--- src/logic/mem_decode_map.svh ---
`ifndef MEM_DECODE_MAP_SVH
`define MEM_DECODE_MAP_SVH
// Size register reset value and variant codes
`define MSD_SIZE_RESET   8'hCF
`define MSD_SIZE_8K      8'h42
`define MSD_SIZE_16K     8'h44
`define MSD_SIZE_24K     8'hC6
`define MSD_SIZE_32K     8'hC8
// Size register fields
`define MSD_SIZE_ROM_LSB 0
`define MSD_SIZE_ROM_MSB 3
`define MSD_SIZE_RAM_BIT 7
// Internal ROM end addresses
`define MSD_ROM_END_8K   16'h1FFF
`define MSD_ROM_END_16K  16'h3FFF
`define MSD_ROM_END_24K  16'h5FFF
`define MSD_ROM_END_32K  16'h7FFF
// Vector table and slots, slot index is address / 2
`define MSD_VEC_BASE     16'h0000
`define MSD_VEC_END      16'h003F
`define MSD_SLOT_RESET   5'h00
`define MSD_SLOT_WDT     5'h02
`define MSD_SLOT_EXT_LO  5'h03
`define MSD_SLOT_PER_HI  5'h13
`define MSD_SLOT_KEY     5'h14
`define MSD_SLOT_BREAK   5'h1F
// Call tables
`define MSD_TCALL_BASE   16'h0040
`define MSD_TCALL_END    16'h007F
`define MSD_FCALL_BASE   16'h0800
`define MSD_FCALL_END    16'h0FFF
// Internal RAM, register banks, peripheral window
`define MSD_RAM_BASE_512 16'hFD00
`define MSD_RAM_BASE_1K  16'hFB00
`define MSD_RAM_END      16'hFEFF
`define MSD_BANK_BASE    16'hFEE0
`define MSD_SFR_BASE     16'hFF00
`define MSD_SFR_END      16'hFFFF
`endif

--- src/logic/mem_decode_pkg.sv ---
package mem_decode_pkg;
   // Target of a decoded access
   typedef enum logic [2:0] {
      RG_NONE, RG_ROM, RG_RAM, RG_BANK, RG_SFR, RG_EXT
   } region_t;
   // Kind of CPU access
   typedef enum logic [2:0] {
      ACC_FETCH, ACC_READ, ACC_WRITE, ACC_PUSH, ACC_POP
   } access_t;
   // Vector word fetch sequence
   typedef enum logic [1:0] {
      VF_IDLE, VF_RD_LO, VF_RD_HI, VF_GET_HI
   } vf_state_t;
endpackage

--- src/logic/vector_fetch.sv ---
`include "mem_decode_map.svh"

module vector_fetch (
   input  wire logic        clk,      // CPU clock
   input  wire logic        rst,      // Async reset, active high
   input  wire logic        start,    // Begin a word fetch
   input  wire logic [15:0] base,     // Even address of the entry
   input  wire logic [7:0]  rd_data,  // ROM byte, one cycle after rd_en
   output logic             rd_en,    // ROM byte read strobe
   output logic [15:0]      rd_addr,  // ROM byte address
   output logic             busy,     // Sequence in progress
   output logic             done,     // Vector valid pulse
   output logic [15:0]      vector    // Assembled entry
);
   mem_decode_pkg::vf_state_t state_reg;
   logic [7:0]                lo_reg;

   ////////////////////////////////////////////////////////////////////
   // Two byte reads, even address first, then the odd one
   always_ff @(posedge clk or posedge rst) begin
      if (rst) begin
         state_reg <= mem_decode_pkg::VF_IDLE;
         rd_en     <= 1'b0;
         rd_addr   <= 16'h0000;
         busy      <= 1'b0;
         done      <= 1'b0;
         lo_reg    <= 8'h00;
         vector    <= 16'h0000;
      end else begin
         done <= 1'b0;
         unique case (state_reg)
            mem_decode_pkg::VF_IDLE: begin
               if (start) begin
                  rd_en     <= 1'b1;
                  rd_addr   <= {base[15:1], 1'b0};
                  busy      <= 1'b1;
                  state_reg <= mem_decode_pkg::VF_RD_LO;
               end
            end
            mem_decode_pkg::VF_RD_LO: begin
               rd_addr   <= {rd_addr[15:1], 1'b1};
               state_reg <= mem_decode_pkg::VF_RD_HI;
            end
            mem_decode_pkg::VF_RD_HI: begin
               lo_reg    <= rd_data;              // Low byte
               rd_en     <= 1'b0;
               state_reg <= mem_decode_pkg::VF_GET_HI;
            end
            mem_decode_pkg::VF_GET_HI: begin
               vector    <= {rd_data, lo_reg};    // High byte
               done      <= 1'b1;
               busy      <= 1'b0;
               state_reg <= mem_decode_pkg::VF_IDLE;
            end
         endcase
      end
   end
endmodule

--- src/logic/mem_space_decode.sv ---
`include "mem_decode_map.svh"

////////////////////////////////////////////////////////////////////////
module mem_space_decode (
   input  wire logic                          clk,         // CPU clock
   input  wire logic                          rst,         // Async reset
   input  wire logic                          req,         // Access strobe
   input  wire mem_decode_pkg::access_t       acc,         // Access kind
   input  wire logic [15:0]                   addr,        // Data address
   input  wire logic [15:0]                   pc,          // Program counter
   input  wire logic                          size_wr,     // Size reg write
   input  wire logic [7:0]                    size_wdata,  // Size reg data
   input  wire logic                          ext_en,      // Expansion on
   input  wire logic                          vec_req,     // Vector fetch
   input  wire logic [4:0]                    vec_slot,    // Address / 2
   input  wire logic                          tcall_req,   // Table call
   input  wire logic [4:0]                    tcall_idx,   // Table entry
   input  wire logic                          fcall_req,   // Fixed call
   input  wire logic [10:0]                   fcall_off,   // Call offset
   input  wire logic [7:0]                    rom_rd_data, // ROM byte
   output logic                               ack,         // Access done
   output mem_decode_pkg::region_t            region,      // Target
   output logic [15:0]                        loc_addr,    // Local offset
   output logic [1:0]                         bank_sel,    // Bank number
   output logic [2:0]                         bank_reg,    // Register in bank
   output logic                               fault,       // Unserviced
   output logic                               fetch_fault, // Bad fetch
   output logic [7:0]                         size_out,    // Size register
   output logic [15:0]                        rom_limit,   // ROM last byte
   output logic [15:0]                        ram_base,    // RAM first byte
   output logic                               vec_busy,    // Word fetch busy
   output logic                               vec_done,    // Word ready
   output logic [15:0]                        vec_out,     // Fetched word
   output logic                               rom_rd_en,   // ROM read
   output logic [15:0]                        rom_rd_addr, // ROM address
   output logic                               fcall_ok,    // Target ready
   output logic [15:0]                        fcall_target // Call target
);
   logic [7:0]                 size_reg;
   logic [15:0]                rom_end_reg;
   logic [15:0]                ram_base_reg;
   logic                       ack_reg;
   mem_decode_pkg::region_t    region_reg;
   logic [15:0]                loc_reg;
   logic [1:0]                 bank_sel_reg;
   logic [2:0]                 bank_reg_reg;
   logic                       fault_reg;
   logic                       ffault_reg;
   logic                       fcall_ok_reg;
   logic [15:0]                fcall_tgt_reg;

   logic [15:0]                eff_addr;
   mem_decode_pkg::region_t    rg;
   mem_decode_pkg::region_t    region_next;
   logic [15:0]                loc_next;
   logic                       fault_next;
   logic                       ffault_next;
   logic                       vf_start;
   logic [15:0]                vf_base;
   logic                       vec_bad;

   ////////////////////////////////////////////////////////////////////
   // Decoding helpers, shared by the size update and the decoder
   function automatic logic [15:0] rom_end_of(input logic [7:0] code);
      unique case (code[`MSD_SIZE_ROM_MSB:`MSD_SIZE_ROM_LSB])
         4'h2:    rom_end_of = `MSD_ROM_END_8K;
         4'h4:    rom_end_of = `MSD_ROM_END_16K;
         4'h6:    rom_end_of = `MSD_ROM_END_24K;
         default: rom_end_of = `MSD_ROM_END_32K;
      endcase
   endfunction

   function automatic logic [15:0] ram_base_of(input logic [7:0] code);
      ram_base_of = code[`MSD_SIZE_RAM_BIT] ? `MSD_RAM_BASE_1K
                                            : `MSD_RAM_BASE_512;
   endfunction

   // Top-down priority keeps the windows disjoint over all 64 KB
   function automatic mem_decode_pkg::region_t classify(
      input logic [15:0] a,
      input logic [15:0] rom_end,
      input logic [15:0] ram_lo,
      input logic        ext
   );
      if (a >= `MSD_SFR_BASE)
         classify = mem_decode_pkg::RG_SFR;
      else if (a >= `MSD_BANK_BASE)
         classify = mem_decode_pkg::RG_BANK;
      else if (a >= ram_lo)
         classify = mem_decode_pkg::RG_RAM;
      else if (a <= rom_end)
         classify = mem_decode_pkg::RG_ROM;
      else if (ext)
         classify = mem_decode_pkg::RG_EXT;
      else
         classify = mem_decode_pkg::RG_NONE;
   endfunction

   // Only documented slots have a source behind them
   function automatic logic slot_ok(input logic [4:0] s);
      slot_ok = (s == `MSD_SLOT_RESET) || (s == `MSD_SLOT_WDT) ||
                (s >= `MSD_SLOT_EXT_LO && s <= `MSD_SLOT_PER_HI) ||
                (s == `MSD_SLOT_KEY) || (s == `MSD_SLOT_BREAK);
   endfunction

   ////////////////////////////////////////////////////////////////////
   // Size register; sizes are cached so decode never lags a write
   always_ff @(posedge clk or posedge rst) begin
      if (rst) begin
         size_reg     <= `MSD_SIZE_RESET;
         rom_end_reg  <= `MSD_ROM_END_32K;
         ram_base_reg <= `MSD_RAM_BASE_1K;
      end else if (size_wr) begin
         size_reg     <= size_wdata;
         rom_end_reg  <= rom_end_of(size_wdata);
         ram_base_reg <= ram_base_of(size_wdata);
      end
   end

   ////////////////////////////////////////////////////////////////////
   // Address decode for one access
   always_comb begin
      eff_addr = (acc == mem_decode_pkg::ACC_FETCH) ? pc : addr;
      rg = classify(eff_addr, rom_end_reg, ram_base_reg, ext_en);
      region_next = rg;
      loc_next    = eff_addr;
      fault_next  = 1'b0;
      ffault_next = 1'b0;
      unique case (rg)
         mem_decode_pkg::RG_ROM:  loc_next = eff_addr;
         mem_decode_pkg::RG_RAM:  loc_next = eff_addr - ram_base_reg;
         mem_decode_pkg::RG_BANK: begin
            loc_next = eff_addr - ram_base_reg;
         end
         mem_decode_pkg::RG_SFR:  loc_next = {8'h00, eff_addr[7:0]};
         mem_decode_pkg::RG_EXT:  loc_next = eff_addr;
         mem_decode_pkg::RG_NONE: fault_next = 1'b1;
      endcase
      // Banks hold data only, never code
      if (acc == mem_decode_pkg::ACC_FETCH &&
          rg == mem_decode_pkg::RG_BANK) begin
         region_next = mem_decode_pkg::RG_NONE;
         ffault_next = 1'b1;
         fault_next  = 1'b1;
      end
      // Stack may only live in internal RAM
      if ((acc == mem_decode_pkg::ACC_PUSH ||
           acc == mem_decode_pkg::ACC_POP) &&
          rg != mem_decode_pkg::RG_RAM &&
          rg != mem_decode_pkg::RG_BANK) begin
         region_next = mem_decode_pkg::RG_NONE;
         fault_next  = 1'b1;
      end
   end

   ////////////////////////////////////////////////////////////////////
   // Registered access answer, one cycle after the strobe
   always_ff @(posedge clk or posedge rst) begin
      if (rst) begin
         ack_reg      <= 1'b0;
         region_reg   <= mem_decode_pkg::RG_NONE;
         loc_reg      <= 16'h0000;
         bank_sel_reg <= 2'h0;
         bank_reg_reg <= 3'h0;
         ffault_reg   <= 1'b0;
      end else begin
         ack_reg    <= req;
         ffault_reg <= req && ffault_next;
         if (req) begin
            region_reg   <= region_next;
            loc_reg      <= loc_next;
            // Bank 0 sits at the top, bank 3 at the bottom
            bank_sel_reg <= 2'h3 - eff_addr[4:3];
            bank_reg_reg <= eff_addr[2:0];
         end
      end
   end

   ////////////////////////////////////////////////////////////////////
   // Fault pulse covers both bad accesses and bad vector slots
   always_ff @(posedge clk or posedge rst) begin
      if (rst)
         fault_reg <= 1'b0;
      else
         fault_reg <= (req && fault_next) || vec_bad;
   end

   ////////////////////////////////////////////////////////////////////
   // Vector and table-call word fetch; vectors win over table calls.
   // Requests that arrive while busy are dropped, not queued.
   always_comb begin
      vec_bad  = vec_req && !vec_busy && !slot_ok(vec_slot);
      vf_start = 1'b0;
      vf_base  = `MSD_VEC_BASE;
      if (!vec_busy) begin
         if (vec_req) begin
            vf_start = slot_ok(vec_slot);
            vf_base  = `MSD_VEC_BASE + {10'h000, vec_slot, 1'b0};
         end else if (tcall_req) begin
            vf_start = 1'b1;
            vf_base  = `MSD_TCALL_BASE + {10'h000, tcall_idx, 1'b0};
         end
      end
   end

   vector_fetch u_vector_fetch (
      .clk     (clk),
      .rst     (rst),
      .start   (vf_start),
      .base    (vf_base),
      .rd_data (rom_rd_data),
      .rd_en   (rom_rd_en),
      .rd_addr (rom_rd_addr),
      .busy    (vec_busy),
      .done    (vec_done),
      .vector  (vec_out)
   );

   ////////////////////////////////////////////////////////////////////
   // Fixed call: offset is 11 bits, so the target cannot escape
   always_ff @(posedge clk or posedge rst) begin
      if (rst) begin
         fcall_ok_reg  <= 1'b0;
         fcall_tgt_reg <= 16'h0000;
      end else begin
         fcall_ok_reg <= fcall_req;
         if (fcall_req)
            fcall_tgt_reg <= `MSD_FCALL_BASE | {5'h00, fcall_off};
      end
   end

   ////////////////////////////////////////////////////////////////////
   // Outputs straight from flops
   assign ack          = ack_reg;
   assign region       = region_reg;
   assign loc_addr     = loc_reg;
   assign bank_sel     = bank_sel_reg;
   assign bank_reg     = bank_reg_reg;
   assign fault        = fault_reg;
   assign fetch_fault  = ffault_reg;
   assign size_out     = size_reg;
   assign rom_limit    = rom_end_reg;
   assign ram_base     = ram_base_reg;
   assign fcall_ok     = fcall_ok_reg;
   assign fcall_target = fcall_tgt_reg;
endmodule

--- config.mk ---
export PLATFORM = sky130hd
export DESIGN_NAME = mem_space_decode
export DESIGN_NICKNAME = d
export VERILOG_FILES = /design/src/logic/mem_decode_pkg.sv /design/src/logic/vector_fetch.sv /design/src/logic/mem_space_decode.sv
export VERILOG_INCLUDE_DIRS = /design/src /design/src/logic
export SDC_FILE = /design/constraint.sdc
export NUM_CORES = 1
export LEC_CHECK = 0
export ABC_CLOCK_PERIOD_IN_PS = 4870
export BUFFER_PORTS_ARGS = -buffer_cell sky130_fd_sc_hd__buf_2
export CAP_MARGIN = 15
export CORE_MARGIN = 3
export CORE_UTILIZATION = 51
export CTS_BUF_LIST = sky130_fd_sc_hd__clkbuf_16
export DETAILED_ROUTE_END_ITERATION = 6
export PLACE_DENSITY_LB_ADDON = 0.05
export SLEW_MARGIN = 20
export SYNTH_ARGS = -nofsm -noshare
export SYNTH_HDL_FRONTEND = slang
export SYNTH_SLANG_ARGS = --single-unit
--- constraint.sdc ---
create_clock -name clk -period 4.87 [get_ports clk]
set_input_delay 0.7305 -clock clk [delete_from_list [all_inputs] [get_ports clk]]
set_output_delay 0.7305 -clock clk [all_outputs]
set_load 0.05 [all_outputs]
==> flow_metrics.tcl, run 1 <==
set metrics [dict create \
    power_density_nw_per_um2 541.9 \
    placed_cell_area_sq_um 5084 \
    path_class "primary input to flop" \
    crit_chain "buf_2, nor3_2, buf_4, nand2_1, nand2_1, clkinv_2, fa_1, nor2b_1, o22ai_1, nand3_2, o21ai_2, o31a_2, o41ai_2" \
    cts_max_level 3 \
    drt-total-wl_um 10280 \
    grt_start_max_net_pins 55 \
    cp.arrival_ns 3.52 \
    postCtsHoldBufs 0 \
    whs_path_depth 1 \
    critical-path-max-stage-delay_ns 0.43 \
    wl_per_cell_um 15.09 \
    cts.repair.resized 0 \
    syn-cell-area_sq_um 4414 \
    num_antenna_cells 0 \
    ant_nets 0 \
    worst_ir_drop_vdd_v 0.0004321 \
    final_max_slew_viol_count 0 \
    fp.coreArea_sq_um 8299 \
    r2r_cells 9 \
    stdcell_count 681 \
    drt_iter0_markers 129 \
    fin_area_sq_um 5379 \
    num_vias 3564 \
    cp_slowest_cell "o31a_2" \
    ys_types 61 \
    die_y_um 99.04 \
    timing.critical_path.mode_cell "nand2_1" \
    hpwl_um 7891 \
    synth_area_per_cell_sq_um 10.44 \
    tightestPinTransition_ns 0.8837 \
    grt_overflow 0 \
    nets 662 \
    ys_seq_area_share_pct 47.85 \
    cts_buffer_depth 2 \
    dp_cells 665 \
    dieWidth_um 99.04 \
    period_share_pct 67.65 \
    crit_required_ns 5.09 \
    routed_via_density 5.233 \
    gp_congestion 0.8489 \
    leakagePower_nw 2.675 \
    post_cts_buffers 0 \
    syn-instance-count 423 \
    grt_pass1_wl_um 16790 \
    boundaryPins 199 \
    holdCritStartpoint "fcall_target[11]$_DFFE_PP0P_" \
    ys.flop_type "dfrtp_1" \
    synth_enable_flop_cells 0 \
    cts_tree "yes" \
    maxCapViolCount 0 \
    cts_root_buf "clkbuf_16" \
    firstDrtPassIters 6 \
    r2r-start "ram_base[9]$_DFFE_PP1P_" \
    endpoint_kind "flop" \
    drive_above_1_share_pct 42.88 \
    rows 33 \
    clk_pin_slew_ns 0.06 \
    clk_latency_ns 0.33 \
    cts_buffers 9 \
    drc 0 \
    multiInputGateArea_sq_um 1973 \
    start_util_pct 53.19 \
    rsz0062_at_grt "false" \
    setup_viol 0 \
    num-fill-cells 693 \
    max_freq_ghz 0.3035 \
    die-area_sq_um 9808 \
    hold_end "fcall_target[11]$_DFFE_PP0P_" \
    r2r_end "loc_addr[12]$_DFFE_PP0P_" \
    final_cell_mix "157 x buf_2, 76 x dfrtp_1, 53 x nand2_1" \
    io_buffers 157 \
    grt_pass1_vias 3471 \
    hold_viol_final 0 \
    path_max_fanout 21 \
    outcome "finished, final reports clean" \
    holdCritPathClass "flop to flop" \
    syn_to_final_growth_pct 21.85 \
    antenna_found_initial 0 \
    slew_headroom_pct 41.02 \
    synth_seq_cells 84 \
    period_minus_slack_ns 3.295 \
    finalSetupTns_ns 0 \
    groute.usage.overall_pct 21.15 \
    ff_latch_area_sq_um 2112 \
    start_kind "primary input" \
    layout_commonest_cell "buf_2" \
    ys_warn_count 0 \
    finalClockSkew_ns 0.006780 \
    cts.sinks 84 \
    power.total_mw 2.915 \
    async_flop_share_pct 100.0 \
    ff2ff_setup_slack_ns 2.34 \
]
-- final cells by class --
| cell class | count | share of cell area, % |
|---|---|---|
| sequential | 84 | 39.27 |
| inverter | 17 | 1.233 |
| timing repair buffer | 159 | 14.89 |
| tap | 105 | 2.442 |
| multi-input combinational | 300 | 36.68 |
| clock inverter | 7 | 1.303 |
| clock buffer | 9 | 4.187 |
-- worst max path at each step --
stage | start | end
2_1_floorplan | acc[1] | loc_addr[12]$_DFFE_PP0P_
3_3_place_gp | acc[1] | region[0]$_DFFE_PP0P_
3_5_place_dp | acc[1] | region[0]$_DFFE_PP0P_
4_1_cts | acc[1] | region[0]$_DFFE_PP0P_
5_1_grt | acc[1] | loc_addr[10]$_DFFE_PP0P_
6_report | acc[1] | region[0]$_DFFE_PP0P_
-- where the power goes --
| group | internal (mW) | total [mW] | switching (mW) | leakage (nW) |
|---|---|---|---|---|
| sequential | 0.892 | 0.993 | 0.101 | 0.985 |
| clock | 0.359 | 0.662 | 0.303 | 0.135 |
| combinational | 0.364 | 1.26 | 0.896 | 1.56 |
-- critical path: cells and delay by family --
kind,cells,cell delay (ns)
and+or+nand+nor,5,0.76
buffers and inverters,3,0.53
adders and majority gates,1,0.41
AOI/OAI and AO/OA,4,1.06
-- synth_stat cells (2+ instances only) --
cell type  instances  area (sq um)
mux2i_1            2         20.02
nor2b_1            3         18.77
nor2_1            31         116.4
o31ai_1            2         15.01
dfrtp_1           76          1902
o22ai_1            4         25.02
a21oi_1           12         60.06
o21a_1             3         22.52
inv_1             16         60.06
clkbuf_1           9         33.78
ha_1              10         125.1
o41ai_2            2         32.53
conb_1             2         7.510
buf_4             46         345.3
a22oi_1            4         30.03
nor4_1             6         37.54
dfstp_2            8         210.2
xor2_1             2         17.52
o21ai_0            6         30.03
nand3_1           13         65.06
mux2_2            48         540.5
buf_1              4         15.01
a21o_1             2         15.01
o2bb2ai_1          2         17.52
nand2_1           53         198.9
and2_1             3         18.77
a31oi_1           14         87.58
nand4_1            6         37.54
o41ai_1            2         17.52
-- stage by stage --
stage / hold slack [ns] / util (%) / setup WS [ns]
finish: 0.4756 / 64.81 / 1.575
CTS: 0.4783 / 64.81 / 1.578
global placement: 0.4533 / 61.25 / 1.430
global route: 0.5009 / 64.81 / 1.362
detailed placement: 0.4547 / 61.25 / 1.247
floorplan: 0.4750 / - / 1.914
-- layer usage --
metal | GRT usage, % | vias up | wire, um
li1 | - | 1687 | -
met1 | 26.36 | 1706 | 4132
met2 | 36.26 | 160 | 5113
met3 | 5.449 | 11 | 912
met4 | 6.197 | 0 | 118
met5 | 0 | - | 0
-- kinds of logic after synthesis --
kind of cell / synth area share, %
xor+xnor: 0.5953
flops: 47.85
fa+ha+maj: 3.288
simple gates: 14.23
buf+inv: 10.77
compound gates: 10.40
mux: 12.70
other cells: 0.1701
No activity file was read; power rests on OpenSTA's default activity.
==> run 2, diff against run 1 <==
--- a/config.mk
+++ b/config.mk
@@ -6,11 +6,11 @@
 export SDC_FILE = /design/constraint.sdc
 export NUM_CORES = 1
 export LEC_CHECK = 0
-export ABC_CLOCK_PERIOD_IN_PS = 4870
+export ABC_CLOCK_PERIOD_IN_PS = 3000
 export BUFFER_PORTS_ARGS = -buffer_cell sky130_fd_sc_hd__buf_2
 export CAP_MARGIN = 15
 export CORE_MARGIN = 3
-export CORE_UTILIZATION = 51
+export CORE_UTILIZATION = 43
 export CTS_BUF_LIST = sky130_fd_sc_hd__clkbuf_16
 export DETAILED_ROUTE_END_ITERATION = 6
 export PLACE_DENSITY_LB_ADDON = 0.05
==> constraint.sdc (replaced) <==
create_clock -name clk -period 3 [get_ports clk]
set_input_delay 0.45 -clock clk [delete_from_list [all_inputs] [get_ports clk]]
set_output_delay 0.45 -clock clk [all_outputs]
set_load 0.05 [all_outputs]
==> flow_metrics.tcl, run 2 (synthesized netlist as in run 1, its figures left out) <==
set metrics [dict create \
    critical-path-max-stage-delay_ns 0.41 \
    dp_cells 700 \
    whs_ns 0.1275 \
    swShare_pct 42.94 \
    antenna_found_initial 0 \
    drc 0 \
    r2r-start "ram_base[9]$_DFFE_PP1P_" \
    cts.sinks 84 \
    die_y_um 107.3 \
    cts_buffer_depth 2 \
    drt_iter0_markers 151 \
    p_sw_mw 2.099 \
    num_vias 3584 \
    power_density_nw_per_um2 886.2 \
    ff2ff_setup_slack_ns 0.58 \
    cp.arrival_ns 2.83 \
    period_minus_slack_ns 2.588 \
    grt_pass1_wl_um 17240 \
    grt_pass1_vias 3559 \
    grt_overflow 0 \
    place_ws_ns 0.09452 \
    routed_via_density 5.006 \
    path_class "primary input to flop" \
    leakagePower_nw 2.740 \
    start_util_pct 44.75 \
    worst_ir_drop_vdd_v 0.0006413 \
    setup_viol 0 \
    groute.usage.overall_pct 18.81 \
    hold_viol_final 0 \
    cts.repair.resized 0 \
    p_int_mw 2.789 \
    pwr-share-seq_pct 32.9 \
    cts_max_level 3 \
    period_share_pct 86.27 \
    holdCritPathClass "primary input to asynchronous set/reset pin" \
    clk_pin_slew_ns 0.06 \
    drt-total-wl_um 10600 \
    hpwl_um 8172 \
    wl_per_cell_um 14.81 \
    crit_chain "buf_2, or3_4, nand2_1, nand2_1, ha_1, ha_1, and2_1, nand4_1, nand3_2, o21ai_2, buf_4, a21oi_1, o41ai_2" \
    cts_buffers 9 \
    cts_root_buf "clkbuf_16" \
    syn_to_final_growth_pct 24.94 \
    layout_commonest_cell "buf_2" \
    finalSetupTns_ns 0 \
    maxCapViolCount 0 \
    cp_slowest_cell "or3_4" \
    ant_nets 0 \
    drive_above_1_share_pct 43.57 \
    power_frac_clock_pct 25.0 \
    nets 669 \
    rsz0062_at_grt "false" \
    die-area_sq_um 11520 \
    endpoint_kind "flop" \
    fp.coreArea_sq_um 9864 \
    cts_tree "yes" \
    postCtsHoldBufs 0 \
    firstDrtPassIters 4 \
    tightestPinTransition_ns 0.8143 \
    clk_latency_ns 0.34 \
    dieWidth_um 107.3 \
    post_cts_buffers 0 \
    rows 36 \
    slew_headroom_pct 45.71 \
    num_antenna_cells 0 \
    stdcell_count 716 \
    crit_required_ns 3.24 \
    boundaryPins 199 \
    max_freq_ghz 0.3864 \
    start_kind "primary input" \
    path_max_fanout 6 \
    grt_start_max_net_pins 57 \
    gp_congestion 0.8829 \
    pwr-share-comb_pct 42.1 \
    outcome "finished, final reports clean" \
    r2r_end "loc_addr[12]$_DFFE_PP0P_" \
    crit_family "simple AND/OR/NAND/NOR gates" \
    io_buffers 157 \
    r2r_cells 10 \
    final_cell_mix "157 x buf_2, 76 x dfrtp_1, 53 x nand2_1" \
    finalClockSkew_ns 0.006699 \
    setup_ws_ns 0.4118 \
    num-fill-cells 904 \
    critPathBufInv 2 \
    final_max_slew_viol_count 0 \
]
-- run 2: cell count changes in the layout (fill, tap and decap cells not counted), sizes merged --
| cell | before | now |
|---|---|---|
| bufinv | 0 | 2 |
| inv | 18 | 17 |
| buf | 159 | 166 |
| clkinv | 3 | 5 |
| clkinvlp | 3 | 0 |
-- run 2: area by class of cell --
class / instances / area [sq um] / share of cell area, %
inverters: 17 / 66.31 / 1.202
well taps: 133 / 166.4 / 3.017
multi-input cells: 300 / 1973 / 35.78
flip-flops and latches: 84 / 2112 / 38.29
clock inverters: 7 / 106.4 / 1.928
repair buffers: 166 / 865.8 / 15.70
clock buffers: 9 / 225.2 / 4.083
-- run 2: power groups by stage --
stage / logic [mW] / clock network [mW] / registers (mW)
3_5_place_dp: 2.08 / 0 / 1.63
6_report: 2.06 / 1.22 / 1.61
2_1_floorplan: 0.817 / 0 / 2.44
3_3_place_gp: 2.06 / 0 / 1.61
5_1_grt: 2.20 / 1.31 / 1.65
4_1_cts: 2.08 / 1.26 / 1.61
-- run 2: worst max-delay path by stage --
stage,start,end,cells after the start
6_report,acc[1],loc_addr[12]$_DFFE_PP0P_,13
5_1_grt,acc[1],loc_addr[12]$_DFFE_PP0P_,12
4_1_cts,acc[1],loc_addr[10]$_DFFE_PP0P_,12
3_5_place_dp,acc[1],region[0]$_DFFE_PP0P_,12
3_3_place_gp,acc[1],loc_addr[12]$_DFFE_PP0P_,13
2_1_floorplan,acc[1],loc_addr[12]$_DFFE_PP0P_,13
-- run 2: metal layers --
metal  routed length (um)  global-route usage, %  up-vias
li1                     -                      -     1706
met1                 4364                  24.02     1684
met2                 4869                  29.49      171
met3                 1146                  6.119       23
met4                  223                  7.671        0
met5                    0                      0        -
-- run 2: worst reg2reg max path: stages, from the launching register on --
cell and delay [ns]:
dfstp_2 0.59, inv_1 0.09, ha_1 0.31, ha_1 0.19, and2_1 0.16, nand4_1 0.11
nand3_2 0.10, o21ai_2 0.25, buf_4 0.18, a21oi_1 0.05, o41ai_2 0.30
-- run 2: per-stage QoR --
step           area, sq um  utilization, %  power [mW]
2_1_floorplan         4561               -       3.257
3_3_place_gp          5184           52.55       3.673
3_5_place_dp          5184           52.55       3.710
4_1_cts               5515           55.91       4.957
5_1_grt               5515           55.91       5.159
6_report              5515           55.91       4.888
